### src/hw/cam_switch_pkg.sv
// Shared constants and types for the calendar cam switch
`default_nettype none
package cam_switch_pkg;
	// ==========================================
	// Cam count and widths of calendar fields
	localparam int NUM_CAMS  = 3;
	localparam int DAYS_W    = 7;
	localparam int WDAY_W    = 3;
	localparam int HOUR_W    = 5;
	localparam int MIN_W     = 6;
	localparam int YEAR_W    = 7;
	localparam int MONTH_W   = 4;
	localparam int DAY_W     = 5;
	// ==========================================
	// Legal ranges and reset values
	localparam logic [HOUR_W-1:0]  HOUR_MAX     = 5'h17;
	localparam logic [MIN_W-1:0]   MIN_MAX      = 6'h3B;
	localparam logic [WDAY_W-1:0]  WDAY_NONE    = 3'h7;
	localparam logic [HOUR_W-1:0]  HOUR_RST     = 5'h00;
	localparam logic [MIN_W-1:0]   MIN_RST      = 6'h00;
	localparam logic [YEAR_W-1:0]  YEAR_RST     = 7'h00;
	localparam logic [MONTH_W-1:0] MONTH_NONE   = 4'h0;
	localparam logic [DAY_W-1:0]   DAY_NONE     = 5'h00;
	// ==========================================
	// Date switch repeat modes
	typedef enum logic [1:0] {
		MODE_ONCE    = 2'b00,
		MODE_YEARLY  = 2'b01,
		MODE_MONTHLY = 2'b10
	} date_mode_t;
endpackage
`default_nettype wire

### src/hw/cam_if.sv
// Bundle between the weekday switch core and one cam matcher
`default_nettype none
interface cam_if;
	logic [cam_switch_pkg::DAYS_W-1:0] day_mask;
	logic [cam_switch_pkg::HOUR_W-1:0] on_hour;
	logic [cam_switch_pkg::MIN_W-1:0]  on_minute;
	logic                              on_set;
	logic [cam_switch_pkg::HOUR_W-1:0] off_hour;
	logic [cam_switch_pkg::MIN_W-1:0]  off_minute;
	logic                              off_set;
	logic [cam_switch_pkg::WDAY_W-1:0] weekday;
	logic [cam_switch_pkg::HOUR_W-1:0] hour;
	logic [cam_switch_pkg::MIN_W-1:0]  minute;
	logic                              minute_new;
	logic                              on_hit;
	logic                              off_hit;
	modport core (
		output day_mask, on_hour, on_minute, on_set, off_hour, off_minute, off_set,
		output weekday, hour, minute, minute_new,
		input  on_hit, off_hit
	);
	modport cam (
		input  day_mask, on_hour, on_minute, on_set, off_hour, off_minute, off_set,
		input  weekday, hour, minute, minute_new,
		output on_hit, off_hit
	);
endinterface
`default_nettype wire

### src/hw/cam_match.sv
// One weekday cam: decides whether its on or off moment is reached
`default_nettype none
module cam_match (
	cam_if.cam c
);
	// ==========================================
	// Day selection and moment checks
	logic day_hit;
	logic on_legal;
	logic off_legal;

	// Any mix of weekdays, one bit each
	assign day_hit = (c.weekday != cam_switch_pkg::WDAY_NONE)
		&& c.day_mask[c.weekday];

	// Moments limited to 00:00 .. 23:59
	assign on_legal  = (c.on_hour <= cam_switch_pkg::HOUR_MAX)
		&& (c.on_minute <= cam_switch_pkg::MIN_MAX);
	assign off_legal = (c.off_hour <= cam_switch_pkg::HOUR_MAX)
		&& (c.off_minute <= cam_switch_pkg::MIN_MAX);

	// Hits fire only in the first evaluation of a minute
	assign c.on_hit = c.minute_new && day_hit && c.on_set && on_legal
		&& (c.hour == c.on_hour) && (c.minute == c.on_minute);
	assign c.off_hit = c.minute_new && day_hit && c.off_set && off_legal
		&& (c.hour == c.off_hour) && (c.minute == c.off_minute);
endmodule
`default_nettype wire

### src/hw/calendar_cam_switch.sv
// Calendar cam switch: three-cam weekday switch and one-cam date switch
// What this block does
// Weekday switch has three independent cams
// Any weekday combination selectable per cam
// On moment drives output high
// Off moment drives output low
// Higher-numbered cam wins on conflicts
// Moments are hours and minutes, 00:00-23:59
// Pulse cam asserts output one processing cycle
// Unset moment never switches
// On and off moments disable independently
// Weekday output comes only from cams
// Date switch output high while cam on
// Yearly: high from on date to off date
// Yearly pulse: one cycle, off date ignored
// Yearly switching only within year range
// Neither yearly nor monthly: acts once, never repeats
// Monthly: on day high, off day low
// Off date is month then day
// Evaluate per cycle, fire on first match
`default_nettype none
module calendar_cam_switch (
	input  wire logic                                 core_clk,
	input  wire logic                                 rst,
	input  wire logic                                 cycle_tick,
	input  wire logic [cam_switch_pkg::WDAY_W-1:0]    now_weekday,
	input  wire logic [cam_switch_pkg::HOUR_W-1:0]    now_hour,
	input  wire logic [cam_switch_pkg::MIN_W-1:0]     now_minute,
	input  wire logic [cam_switch_pkg::YEAR_W-1:0]    now_year,
	input  wire logic [cam_switch_pkg::MONTH_W-1:0]   now_month,
	input  wire logic [cam_switch_pkg::DAY_W-1:0]     now_day,
	input  wire logic [2:0][cam_switch_pkg::DAYS_W-1:0] cam_day_mask,
	input  wire logic [2:0][cam_switch_pkg::HOUR_W-1:0] cam_on_hour,
	input  wire logic [2:0][cam_switch_pkg::MIN_W-1:0]  cam_on_minute,
	input  wire logic [2:0]                           cam_on_set,
	input  wire logic [2:0][cam_switch_pkg::HOUR_W-1:0] cam_off_hour,
	input  wire logic [2:0][cam_switch_pkg::MIN_W-1:0]  cam_off_minute,
	input  wire logic [2:0]                           cam_off_set,
	input  wire logic [2:0]                           cam_pulse,
	input  wire logic [cam_switch_pkg::YEAR_W-1:0]    date_on_year,
	input  wire logic [cam_switch_pkg::MONTH_W-1:0]   date_on_month,
	input  wire logic [cam_switch_pkg::DAY_W-1:0]     date_on_day,
	input  wire logic [cam_switch_pkg::YEAR_W-1:0]    date_off_year,
	input  wire logic [cam_switch_pkg::MONTH_W-1:0]   date_off_month,
	input  wire logic [cam_switch_pkg::DAY_W-1:0]     date_off_day,
	input  wire logic                                 date_yearly,
	input  wire logic                                 date_monthly,
	input  wire logic                                 date_pulse,
	output logic                                      week_out,
	output logic                                      date_out
);
	// ==========================================
	// Declarations
	logic [cam_switch_pkg::WDAY_W-1:0]  last_wday_r;
	logic [cam_switch_pkg::HOUR_W-1:0]  last_hour_r;
	logic [cam_switch_pkg::MIN_W-1:0]   last_min_r;
	logic [cam_switch_pkg::YEAR_W-1:0]  last_year_r;
	logic [cam_switch_pkg::MONTH_W-1:0] last_month_r;
	logic [cam_switch_pkg::DAY_W-1:0]   last_day_r;
	logic                               minute_new;
	logic                               day_new;
	logic [2:0]                         on_hit;
	logic [2:0]                         off_hit;
	logic                               week_level_r;
	logic                               week_level_nxt;
	logic                               week_pulse_nxt;
	logic                               week_out_r;
	logic                               date_level_r;
	logic                               date_level_nxt;
	logic                               date_pulse_nxt;
	logic                               date_out_r;
	logic                               once_done_r;
	logic                               once_done_nxt;
	logic                               in_range;
	logic                               on_match;
	logic                               off_match;
	cam_switch_pkg::date_mode_t         mode;

	// ==========================================
	// Processing cycle edge detection
	// New minute: first tick whose stamp differs
	assign minute_new = cycle_tick && ((now_weekday != last_wday_r)
		|| (now_hour != last_hour_r) || (now_minute != last_min_r));

	// New date: first tick whose date differs
	assign day_new = cycle_tick && ((now_year != last_year_r)
		|| (now_month != last_month_r) || (now_day != last_day_r));

	// Remember the last evaluated minute
	always_ff @(posedge core_clk or posedge rst) begin
		if (rst) begin
			last_wday_r <= cam_switch_pkg::WDAY_NONE;
			last_hour_r <= cam_switch_pkg::HOUR_RST;
			last_min_r  <= cam_switch_pkg::MIN_RST;
		end else if (cycle_tick) begin
			last_wday_r <= now_weekday;
			last_hour_r <= now_hour;
			last_min_r  <= now_minute;
		end
	end

	// Remember the last evaluated date
	always_ff @(posedge core_clk or posedge rst) begin
		if (rst) begin
			last_year_r  <= cam_switch_pkg::YEAR_RST;
			last_month_r <= cam_switch_pkg::MONTH_NONE;
			last_day_r   <= cam_switch_pkg::DAY_NONE;
		end else if (cycle_tick) begin
			last_year_r  <= now_year;
			last_month_r <= now_month;
			last_day_r   <= now_day;
		end
	end

	// ==========================================
	// Weekday switch cams
	// One matcher per cam
	for (genvar i = 0; i < cam_switch_pkg::NUM_CAMS; i++) begin : g_cam
		cam_if c_if ();

		assign c_if.day_mask   = cam_day_mask[i];
		assign c_if.on_hour    = cam_on_hour[i];
		assign c_if.on_minute  = cam_on_minute[i];
		assign c_if.on_set     = cam_on_set[i];
		assign c_if.off_hour   = cam_off_hour[i];
		assign c_if.off_minute = cam_off_minute[i];
		assign c_if.off_set    = cam_off_set[i];
		assign c_if.weekday    = now_weekday;
		assign c_if.hour       = now_hour;
		assign c_if.minute     = now_minute;
		assign c_if.minute_new = minute_new;
		assign on_hit[i]       = c_if.on_hit;
		assign off_hit[i]      = c_if.off_hit;

		cam_match u_cam (
			.c (c_if.cam)
		);
	end

	// ==========================================
	// Weekday switch state
	// Apply cams in order so later cams override
	always_comb begin
		week_level_nxt = week_level_r;
		week_pulse_nxt = 1'b0;
		for (int i = 0; i < cam_switch_pkg::NUM_CAMS; i++) begin
			if (on_hit[i]) begin
				if (cam_pulse[i]) begin
					week_level_nxt = 1'b0;
					week_pulse_nxt = 1'b1;
				end else begin
					week_level_nxt = 1'b1;
					week_pulse_nxt = 1'b0;
				end
			end
			if (off_hit[i]) begin
				week_level_nxt = 1'b0;
				week_pulse_nxt = 1'b0;
			end
		end
	end

	// Level held between processing cycles
	always_ff @(posedge core_clk or posedge rst) begin
		if (rst) begin
			week_level_r <= 1'b0;
		end else if (cycle_tick) begin
			week_level_r <= week_level_nxt;
		end
	end

	// Output updated once per processing cycle
	always_ff @(posedge core_clk or posedge rst) begin
		if (rst) begin
			week_out_r <= 1'b0;
		end else if (cycle_tick) begin
			week_out_r <= week_level_nxt | week_pulse_nxt;
		end
	end

	assign week_out = week_out_r;

	// ==========================================
	// Date switch decode
	// Monthly overrides yearly, else once
	always_comb begin
		if (date_monthly) begin
			mode = cam_switch_pkg::MODE_MONTHLY;
		end else if (date_yearly) begin
			mode = cam_switch_pkg::MODE_YEARLY;
		end else begin
			mode = cam_switch_pkg::MODE_ONCE;
		end
	end

	// Year window, inclusive at both ends
	assign in_range = (now_year >= date_on_year) && (now_year <= date_off_year);

	// Matches for the chosen mode
	always_comb begin
		unique case (mode)
			cam_switch_pkg::MODE_MONTHLY: begin
				on_match  = in_range && (now_day == date_on_day);
				off_match = in_range && (now_day == date_off_day);
			end
			cam_switch_pkg::MODE_YEARLY: begin
				on_match  = in_range && (now_month == date_on_month)
					&& (now_day == date_on_day);
				off_match = in_range && (now_month == date_off_month)
					&& (now_day == date_off_day);
			end
			cam_switch_pkg::MODE_ONCE: begin
				on_match  = !once_done_r && (now_year == date_on_year)
					&& (now_month == date_on_month)
					&& (now_day == date_on_day);
				off_match = (now_year == date_off_year)
					&& (now_month == date_off_month)
					&& (now_day == date_off_day);
			end
			default: begin
				on_match  = 1'b0;
				off_match = 1'b0;
			end
		endcase
	end

	// ==========================================
	// Date switch state
	// Next level, pulse and one-shot flag
	always_comb begin
		date_level_nxt = date_level_r;
		date_pulse_nxt = 1'b0;
		once_done_nxt  = once_done_r;
		if (day_new) begin
			if (date_pulse) begin
				date_level_nxt = 1'b0;
				date_pulse_nxt = on_match;
			end else if (on_match) begin
				date_level_nxt = 1'b1;
			end else if (off_match) begin
				date_level_nxt = 1'b0;
			end
			if (on_match && (mode == cam_switch_pkg::MODE_ONCE)) begin
				once_done_nxt = 1'b1;
			end
		end
	end

	// Level held between processing cycles
	always_ff @(posedge core_clk or posedge rst) begin
		if (rst) begin
			date_level_r <= 1'b0;
		end else if (cycle_tick) begin
			date_level_r <= date_level_nxt;
		end
	end

	// Single-shot memory for non-repeating mode
	always_ff @(posedge core_clk or posedge rst) begin
		if (rst) begin
			once_done_r <= 1'b0;
		end else if (cycle_tick) begin
			once_done_r <= once_done_nxt;
		end
	end

	// Output updated once per processing cycle
	always_ff @(posedge core_clk or posedge rst) begin
		if (rst) begin
			date_out_r <= 1'b0;
		end else if (cycle_tick) begin
			date_out_r <= date_level_nxt | date_pulse_nxt;
		end
	end

	assign date_out = date_out_r;
endmodule
`default_nettype wire

### config.mk
export PLATFORM = sky130hd
export DESIGN_NAME = calendar_cam_switch
export DESIGN_NICKNAME = d
export VERILOG_FILES = /design/src/hw/cam_switch_pkg.sv /design/src/hw/cam_if.sv /design/src/hw/cam_match.sv /design/src/hw/calendar_cam_switch.sv
export SDC_FILE = /design/constraint.sdc
export NUM_CORES = 1
export LEC_CHECK = 0
export ABC_AREA = 1
export ABC_CLOCK_PERIOD_IN_PS = 1600
export BUFFER_PORTS_ARGS = -buffer_cell sky130_fd_sc_hd__buf_4
export CORE_MARGIN = 2
export CORE_UTILIZATION = 46
export CTS_CLUSTER_DIAMETER = 30
export DETAILED_ROUTE_END_ITERATION = 8
export GPL_ROUTABILITY_DRIVEN = 0
export HOLD_SLACK_MARGIN = 0.1
export PLACE_DENSITY = 0.78
export SKIP_CTS_REPAIR_TIMING = 1
export SYNTH_ARGS = -nofsm -noshare
export SYNTH_HDL_FRONTEND = slang
export SYNTH_SLANG_ARGS = --single-unit
### constraint.sdc
create_clock -name core_clk -period 1.6 [get_ports core_clk]
set_clock_uncertainty 0.05 [all_clocks]
set_input_delay 0.24 -clock core_clk [delete_from_list [all_inputs] [get_ports core_clk]]
set_output_delay 0.24 -clock core_clk [all_outputs]
set_load 0.02 [all_outputs]
; After elaboration in Yosys (flattened, before gate mapping)
; Index checks and enable logic that the tools add are counted.
[classes]
reduce_logical = 58
n_div = 0
n_addsub = 0
order_cmp = 15
mul = 0
n_shift = 0
n_mux = 34
eq_ne = 27
bitwise = 2
[ops]
columns = op, count
row1 = $logic_and A1 B1 Y1, 51
row2 = $eq A5 B5 Y1, 8
row3 = $eq A6 B6 Y1, 6
row4 = $le A6 B6 Y1 const B, 6
row5 = $le A5 B5 Y1 const B, 6
row6 = $mux W1, 28
row7 = $eq A7 B7 Y1, 2
row8 = $ne A5 B5 Y1, 2
row9 = $bmux W1 S3, 3
row10 = $eq A4 B4 Y1, 2
row11 = $ge A7 B7 Y1, 1
row12 = $le A7 B7 Y1, 1
row13 = $ne A7 B7 Y1, 1
row14 = $ne A6 B6 Y1, 1
row15 = $pmux W1 S3, 2
row16 = $logic_or A1 B1 Y1, 4
row17 = $lt A3 B4 Y1 const B, 1
row18 = $ne A4 B4 Y1, 1
row19 = $ne A3 B3 Y1, 1
row20 = $ne A3 B3 Y1 const B, 1
row21 = $reduce_and A3 Y1, 1
row22 = $eq A2 B1 Y1 const B, 1
row23 = $eq A2 B2 Y1 const B, 1
row24 = $logic_not A2 Y1, 1
row25 = other kinds (3), 4
[word_totals]
in_bits = 164
latchBits = 0
reg_bits = 35
mem_count = 0
romBits = 0
ram_bits = 0

; Depth between registers and ports, before layout
; Gate-level depths: netlist (run 1).
[logic_depth]
word_depth = 16
depth_mapped = 18
ltp_nobuf = 18

; By module
; A second synthesis (run 1) with hierarchy kept.
[hier_totals]
cells_unflattened = 728
area_unflattened_um2 = 4061.4
[by_module_without_submodules]
columns = mod, instances, seq_area_each_um2, area_each_um2, cells_per_inst
row1 = calendar_cam_switch, 1, 879.6, 2413.6, 326
row2 = cam_match, 3, 0.0, 549.3, 134

; Worst setup path after synthesis (run 1)
; OpenSTA, ideal clock, no wires.
[synth_path]
path_type = input to register
start = input port date_off_year[2] (netlist bit)
end = register date_out_r (netlist: date_out)
setup_slack_ps = -10
path_stages = 17
arrival_ps = 1495
setup_ps = 65
required_ps = 1485
path_cell_list = inv_1 -> ha_1 -> a21oi_1 -> o21ai_0 -> nand2_1 -> nand2_1 -> nand2_1 -> nand2_1 -> nand2_1 -> nand2_1 -> nand2_1 -> nand3_1 -> nand2_1 -> nand2_1 -> nand2_1 -> nand2_1 -> nand2_1
[synth_via]
elab_chain_cells = 10
[synth_lines]
columns = element, line_no
row1 = start: declaration, calendar_cam_switch.sv:43  ; input wire logic [cam_switch_pkg::YEAR_W-1:0] date_off_year,
row2 = $le A7 B7 Y1, calendar_cam_switch.sv:197  ; assign in_range = (now_year >= date_on_year) && (now_year <= date_off_year);
row3 = $logic_and A1 B1 Y1, calendar_cam_switch.sv:197
row4 = $logic_and A1 B1 Y1, calendar_cam_switch.sv:209  ; off_match = in_range && (now_month == date_off_month)
row5 = $logic_and A1 B1 Y1, calendar_cam_switch.sv:210  ; && (now_day == date_off_day);
row6 = $pmux W1 S3, calendar_cam_switch.sv:201  ; unique case (mode)
row7 = $mux W1, calendar_cam_switch.sv:240  ; end else if (off_match) begin
row8 = $mux W1, calendar_cam_switch.sv:238  ; end else if (on_match) begin
row9 = $mux W1, calendar_cam_switch.sv:235  ; if (date_pulse) begin
row10 = $mux W1, calendar_cam_switch.sv:234  ; if (day_new) begin
row11 = $or A1 B1 Y1 *, calendar_cam_switch.sv:272  ; date_out_r <= date_level_nxt | date_pulse_nxt;
row12 = end signal: assignment, calendar_cam_switch.sv:272
row13 = end: declaration, calendar_cam_switch.sv:71  ; logic date_out_r;
; Every way passes the cells marked *; elsewhere a longest branch is shown, timed or not.
; A chain may end at the register's enable or synchronous reset.

; Final worst setup path (run 1)
[layout_path]
start = register last_wday_r[0] (netlist bit)
end = register week_out_r (netlist: week_out)
[layout_via]
elab_chain_cells = 16
[layout_lines]
columns = element, line_no
row1 = start: declaration, calendar_cam_switch.sv:54  ; logic [cam_switch_pkg::WDAY_W-1:0] last_wday_r;
row2 = start signal: assignment, calendar_cam_switch.sv:92  ; last_wday_r <= cam_switch_pkg::WDAY_NONE;
row3 = start signal: assignment, calendar_cam_switch.sv:96  ; last_wday_r <= now_weekday;
row4 = $ne A3 B3 Y1 *, calendar_cam_switch.sv:82  ; assign minute_new = cycle_tick && ((now_weekday != last_wday_r)
row5 = $logic_or A1 B1 Y1 * (2 in series), calendar_cam_switch.sv:83  ; || (now_hour != last_hour_r) || (now_minute != last_min_r));
row6 = $logic_and A1 B1 Y1 *, calendar_cam_switch.sv:82
row7 = $logic_and A1 B1 Y1, "cam_match.sv:23, cam_match.sv:25"
row8 = $logic_and A1 B1 Y1 (2 in series), cam_match.sv:23  ; assign c.on_hit = c.minute_new && day_hit && c.on_set && on_legal
row9 = $logic_and A1 B1 Y1 (2 in series), cam_match.sv:24  ; && (c.hour == c.on_hour) && (c.minute == c.on_minute);
row10 = $mux W1, calendar_cam_switch.sv:147  ; if (on_hit[i]) begin
row11 = $mux W1, calendar_cam_switch.sv:156  ; if (off_hit[i]) begin
row12 = $mux W1, calendar_cam_switch.sv:147
row13 = $mux W1, calendar_cam_switch.sv:156
row14 = $mux W1, calendar_cam_switch.sv:147
row15 = $mux W1, calendar_cam_switch.sv:156
row16 = $or A1 B1 Y1 *, calendar_cam_switch.sv:177  ; week_out_r <= week_level_nxt | week_pulse_nxt;
row17 = end signal: assignment, calendar_cam_switch.sv:177
row18 = end: declaration, calendar_cam_switch.sv:67  ; logic week_out_r;
; Marked as above.

==> flow_summary.json, run 1 <==
{
  "io_pins": 166,
  "grt_pass1_vias": 5375,
  "leakage_uw": 0.00330,
  "fin_crit_sh_pct": 112,
  "crit_arrival_ns": 1.92,
  "drtIter0Drc": 355,
  "failed_checks": "setup timing",
  "io_buffers": 165,
  "die-area_mm2": 0.00994,
  "seq_area_frac_synth_pct": 20.9,
  "antenna_found_initial": 0,
  "relSlewSlack_pct": 57.3,
  "worst-path-buf-inv": 1,
  "path_max_fanout": 5,
  "setup_viol": 4,
  "timing.fmax_mhz": 558,
  "fin_crit_ns": 1.79,
  "first_pass_iters": 5,
  "n_fill_cell": 757,
  "synth_area_leaders": "nand2_1 23%, dfrtp_1 19%, inv_1 8.4%, o21ai_0 7.4%, nor2_1 7.2%",
  "path_common_cell": "nand2_1",
  "multi_input_area_mm2": 0.00301,
  "synth_edf_count": 0,
  "outcome": "finished, violations left",
  "numCtsBuffers": 5,
  "yosys_warnings": 0,
  "seqCellArea_um2": 880,
  "grt-ovfl-total": 0,
  "core_area_mm2": 0.00881,
  "drt-vias-per-instance": 5.33,
  "crit_required_ns": 1.73,
  "start_kind": "flip-flop",
  "start_util_pct": 47.9,
  "synth_area_leader_cell": "nand2_1",
  "grt_max_degree": 36,
  "synth_nets": 906,
  "clkTransAtPathRegs_ns": 0.08,
  "synth_cells": 728,
  "synth_seq_cells": 35,
  "maxCapViolations": 0,
  "fin_util_pct": 69.8,
  "cts_root_buf": "clkbuf_8",
  "htreeDepth": 2,
  "hold_violations": 0,
  "place_hpwl_um": 12000,
  "synth_ff_type": "dfrtp_1",
  "hold_ws_ns": 0.156,
  "tightest_slew_ns": 0.634,
  "vias": 5527,
  "synthSimpleGateAreaFrac_pct": 41.8,
  "grt_util_all_layers_pct": 28.8,
  "wl_um": 15000,
  "tns_ns": -0.462,
  "antenna_cells": 0,
  "clkSinkCount": 35,
  "synth_cell_types": 41,
  "syn-cell-area_mm2": 0.00421,
  "endpoint_kind": "flip-flop",
  "cp_slowest_cell": "dfstp_2",
  "fin_ws_ns": -0.191,
  "synth_top_family_by_area": "simple AND/OR/NAND/NOR gates",
  "synth_compound_gate_area_share_pct": 12.8,
  "final_nets": 1106,
  "synth_fa_ha_area_share_pct": 4.16,
  "critPathKind": "reg2reg",
  "rsz0062_at_grt": "yes",
  "crit_family": "simple AND/OR/NAND/NOR gates",
  "die_y_um": 99.7,
  "crit_chain": "inv_2 -> nand2_1 -> nand2_1 -> nor2_1 -> nand2_1 -> nor2_2 -> nand2_2 -> nand3_2 -> or2_0 -> nand2_1 -> nand2_1 -> nand2_1 -> a21oi_2 -> nand2_1",
  "hold_path_class": "in2reg",
  "syn_area_per_cell_um2": 5.79,
  "rows": 34,
  "synth_common_cells": "255 x nand2_1, 94 x inv_1, 81 x nor2_1",
  "cts.path.max_buffers": 2,
  "yosysMostFrequentCell": "nand2_1",
  "die-width_um": 99.7,
  "tritoncts": "yes",
  "drcViolationCount": 0,
  "grt_pass1_wl_um": 23400,
  "maxSlewViolCount": 0,
  "wl_per_cell_um": 14.4,
  "async_flop_share_pct": 100,
  "p_per_area_mw_per_mm2": 519,
  "synth_top_area_share_pct": 22.7,
  "synth_xor_area_share_pct": 7.69,
  "insertion_delay_ns": 0.29,
  "peakVddDrop_mv": 0.351,
  "areaGrowthSynthToFinish_pct": 46.0,
  "p_total_uw": 3190,
  "synthMuxAreaShare_pct": 0,
  "ant_nets": 0,
  "drive_above_1_share_pct": 30.4,
  "critPathMaxStageDelay_ns": 0.54
}
-- through the flow --
stage                     instance area [um2]  instances  setup WS, ns
after floorplan                          4230        728     -0.000584
after global placement                   5840       1029        -0.289
after detailed placement                 5840       1029        -0.408
after CTS                                5950       1037        -0.231
after global routing                     6150       1037        -0.368
final                                    6150       1037        -0.191
-- power breakdown --
part / internal, uW / leakage (uW) / total, uW / switching (uW)
sequential: 959 / 0.000424 / 1000 / 40.3
combinational: 670 / 0.00282 / 1390 / 722
clock: 464 / 0.0000581 / 800 / 336
-- worst reg2reg max path, cell delays in order (launching register included) --
cell	delay (ns)
dfstp_2	0.54
inv_2	0.03
nand2_1	0.05
nand2_1	0.05
nor2_1	0.10
nand2_1	0.07
nor2_2	0.11
nand2_2	0.12
nand3_2	0.11
or2_0	0.12
nand2_1	0.05
nand2_1	0.05
nand2_1	0.06
a21oi_2	0.11
nand2_1	0.06
-- cells in the final DEF, fill, tap and decap left out, drive strengths merged --
master         n
clkbuf         5
and3           1
or2            9
a221oi         2
a21oi         16
o21bai         1
xnor2         27
nor3           7
dfrtp         32
nand3b         1
o31ai          1
ha            14
o2111ai        2
o21ai         62
a211oi         1
clkinv         3
nor4           4
o211ai         4
bufinv         1
inv          103
buf          212
nor3b          2
nand4         21
nor2          82
dlygate4sd3    1
dfstp          3
nand2        257
o22ai          6
o21a           3
and2           1
nand3         35
xor2          10
-- state kept, by name, summed over array words and instances, names as in the netlist --
name and count:
last_wday_r 3, week_out 1, last_min_r 6, date_level_r 1, last_month_r 4, last_day_r 5
once_done_r 1, date_out 1, last_hour_r 5, last_year_r 7, week_level_r 1
-- routing by layer --
metal	wire length, um	vias to the layer above	track usage, %
met5	0	-	0
met4	658	0	14.9
met3	1280	58	4.15
met2	7090	315	50.3
met1	5920	2454	34.3
li1	-	2700	-
-- logic make-up (layout without fill, tap and decap cells) --
logic type	count (synthesis)	count (layout)
compound gates	98	98
xor+xnor	37	37
fa+ha+maj	14	14
buf+inv	124	325
flops	35	35
simple gates	420	420
-- layout make-up --
type,count,share of cell area [%]
Clock buffer,5,1.12
Tap cell,108,2.20
Clock inverter,3,0.712
Multi-Input combinational cell,569,48.9
Sequential cell,35,14.3
Inverter,104,6.47
Timing Repair Buffer,213,26.3
-- worst paths after layout --
kind,startpoint,end,slack (ns),cells after the start
setup / recovery,last_wday_r[0],week_out,-0.19,14
hold / removal,now_day[2],last_day_r[2],0.16,3
setup reg to reg,last_wday_r[0],week_out,-0.19,14
hold reg to reg,week_level_r,week_level_r,0.43,2
max in group asynchronous,rst,last_wday_r[2],0.60,4
min in group asynchronous,rst,last_month_r[1],0.56,4
Power figures use the tool's default switching activity.
==> run 2: changes to the inputs <==
--- a/config.mk
+++ b/config.mk
@@ -15,6 +15,7 @@
 export GPL_ROUTABILITY_DRIVEN = 0
 export HOLD_SLACK_MARGIN = 0.1
 export PLACE_DENSITY = 0.78
+export REMOVE_ABC_BUFFERS = 1
 export SKIP_CTS_REPAIR_TIMING = 1
 export SYNTH_ARGS = -nofsm -noshare
 export SYNTH_HDL_FRONTEND = slang
==> flow_summary.json, run 2 (synthesized netlist as in run 1, its figures left out) <==
{
  "outcome": "finished, violations left",
  "failed_checks": "setup timing",
  "start_kind": "flip-flop",
  "ant_nets": 0,
  "p_per_area_mw_per_mm2": 526,
  "areaGrowthSynthToFinish_pct": 48.0,
  "crit_required_ns": 1.72,
  "peakVddDrop_mv": 0.397,
  "path_max_fanout": 5,
  "r2r_start": "last_wday_r[0]",
  "fin_crit_ns": 1.88,
  "fin_crit_sh_pct": 118,
  "maxSlewViolCount": 0,
  "worstHoldStart": "now_weekday[2]",
  "final_cell_mix": "246 x nand2_1, 211 x buf_4, 85 x inv_1",
  "start_util_pct": 47.9,
  "n_fill_cell": 761,
  "antenna_cells": 0,
  "startpoint": "last_wday_r[0]",
  "seq_power_share_pct": 30.6,
  "cts.path.max_buffers": 2,
  "fin_ws_ns": -0.283,
  "core_area_mm2": 0.00881,
  "drtIter0Drc": 327,
  "critPathKind": "reg2reg",
  "top_regs": "last_year_r: 7 flops, last_min_r: 6 flops",
  "cts_root_buf": "clkbuf_8",
  "seqCellArea_um2": 880,
  "place_hpwl_um": 12200,
  "path_common_cell": "nand2_1",
  "setup_viol": 4,
  "share_comb_of_total_power_pct": 44.0,
  "hold_path_class": "in2reg",
  "drive_above_1_share_pct": 32.5,
  "tightest_slew_ns": 0.431,
  "maxCapViolations": 0,
  "endpoint_kind": "flip-flop",
  "first_pass_iters": 6,
  "multi_input_area_mm2": 0.00309,
  "io_buffers": 165,
  "wl_per_cell_um": 15.1,
  "numCtsBuffers": 5,
  "wl_um": 15600,
  "tritoncts": "yes",
  "largest_reg_flops": 7,
  "drt-vias-per-instance": 5.39,
  "die-area_mm2": 0.00994,
  "rows": 34,
  "grt_max_degree": 36,
  "htreeDepth": 2,
  "relSlewSlack_pct": 71.0,
  "placed_area_mm2": 0.00579,
  "swShare_pct": 35.2,
  "clkTransAtPathRegs_ns": 0.09,
  "hold_violations": 0,
  "p_int_uw": 2120,
  "crit_chain": "nand2_1 -> nand2_1 -> nor2_1 -> nand2_1 -> nor2_2 -> nand2_2 -> nand3_2 -> buf_4 -> nor3_2 -> nor2_1 -> nand2_1 -> nand2_1 -> a21oi_1 -> nand2_1",
  "die-width_um": 99.7,
  "grt-ovfl-total": 0,
  "p_sw_uw": 1160,
  "grt_pass1_wl_um": 24100,
  "antenna_found_initial": 0,
  "insertion_delay_ns": 0.29,
  "layout.cells.most_common": "nand2_1",
  "critPathMaxStageDelay_ns": 0.55,
  "die_y_um": 99.7,
  "io_pins": 166,
  "top_register": "last_year_r",
  "vias": 5593,
  "clkSinkCount": 35,
  "design_area_mm2": 0.00624,
  "final_nets": 1107,
  "cp_slowest_cell": "dfstp_2",
  "drcViolationCount": 0,
  "grt_pass1_vias": 5327,
  "leakage_uw": 0.00331,
  "rsz0062_at_grt": "yes",
  "crit_arrival_ns": 2.00,
  "timing.fmax_mhz": 531,
  "grt_util_all_layers_pct": 29.9,
  "p_total_uw": 3280,
  "power.share.clock_pct": 25.5
}
## run 2: layer usage
layer / up-vias / global-route usage [%] / share of wire (%)
li1: 2708 / - / -
met1: 2459 / 35.1 / 37
met2: 370 / 53.5 / 48
met3: 56 / 5.06 / 11
met4: 0 / 12.5 / 4.0
met5: - / 0 / 0
## run 2: power groups by stage
stage	combinational [uW]	clock [uW]	sequential (uW)
2_1_floorplan	591	0	1010
3_3_place_gp	1240	0	1010
3_5_place_dp	1280	0	1020
4_1_cts	1290	844	999
5_1_grt	1580	882	1010
6_report	1440	835	1000
## run 2: final cells by class
cell class,count,share of cell area (%)
clock buffers,5,1.10
clock inverters,3,0.762
inverters,104,6.38
multi-input cells,569,49.6
flip-flops and latches,35,14.1
well taps,108,2.17
repair buffers,214,25.9
## run 2: worst paths after layout
check / end / cells after the start / slack, ns
min in group asynchronous: last_day_r[3] / 4 / 0.55
worst max-delay path: week_out / 14 / -0.28
worst min register to register: once_done_r / 2 / 0.43
max in group asynchronous: last_wday_r[0] / 4 / 0.61
worst min-delay path: last_wday_r[2] / 3 / 0.14
worst max register to register: week_out / 14 / -0.28
## run 2: worst max-delay path, delay by kind of cell, from the launching register on
kind | cells | cell delay [ns]
buffers and inverters | 1 | 0.15
AOI/OAI and AO/OA | 1 | 0.12
and+or+nand+nor | 12 | 0.90
DFF | 1 | 0.55
## run 2: stage by stage
step / utilization, % / setup WS [ns] / setup TNS [ns] / hold slack, ns / std cells
after detailed placement: 65.7 / -0.432 / -1.59 / 0.325 / 1026
after global placement: 65.7 / -0.306 / -1.13 / 0.321 / 1026
final: 70.8 / -0.283 / -0.672 / 0.138 / 1038
after CTS: 67.1 / -0.287 / -0.702 / 0.000218 / 1034
after global routing: 70.8 / -0.399 / -1.14 / 0.142 / 1038
after floorplan: - / -0.00332 / -0.00618 / 0.264 / 708
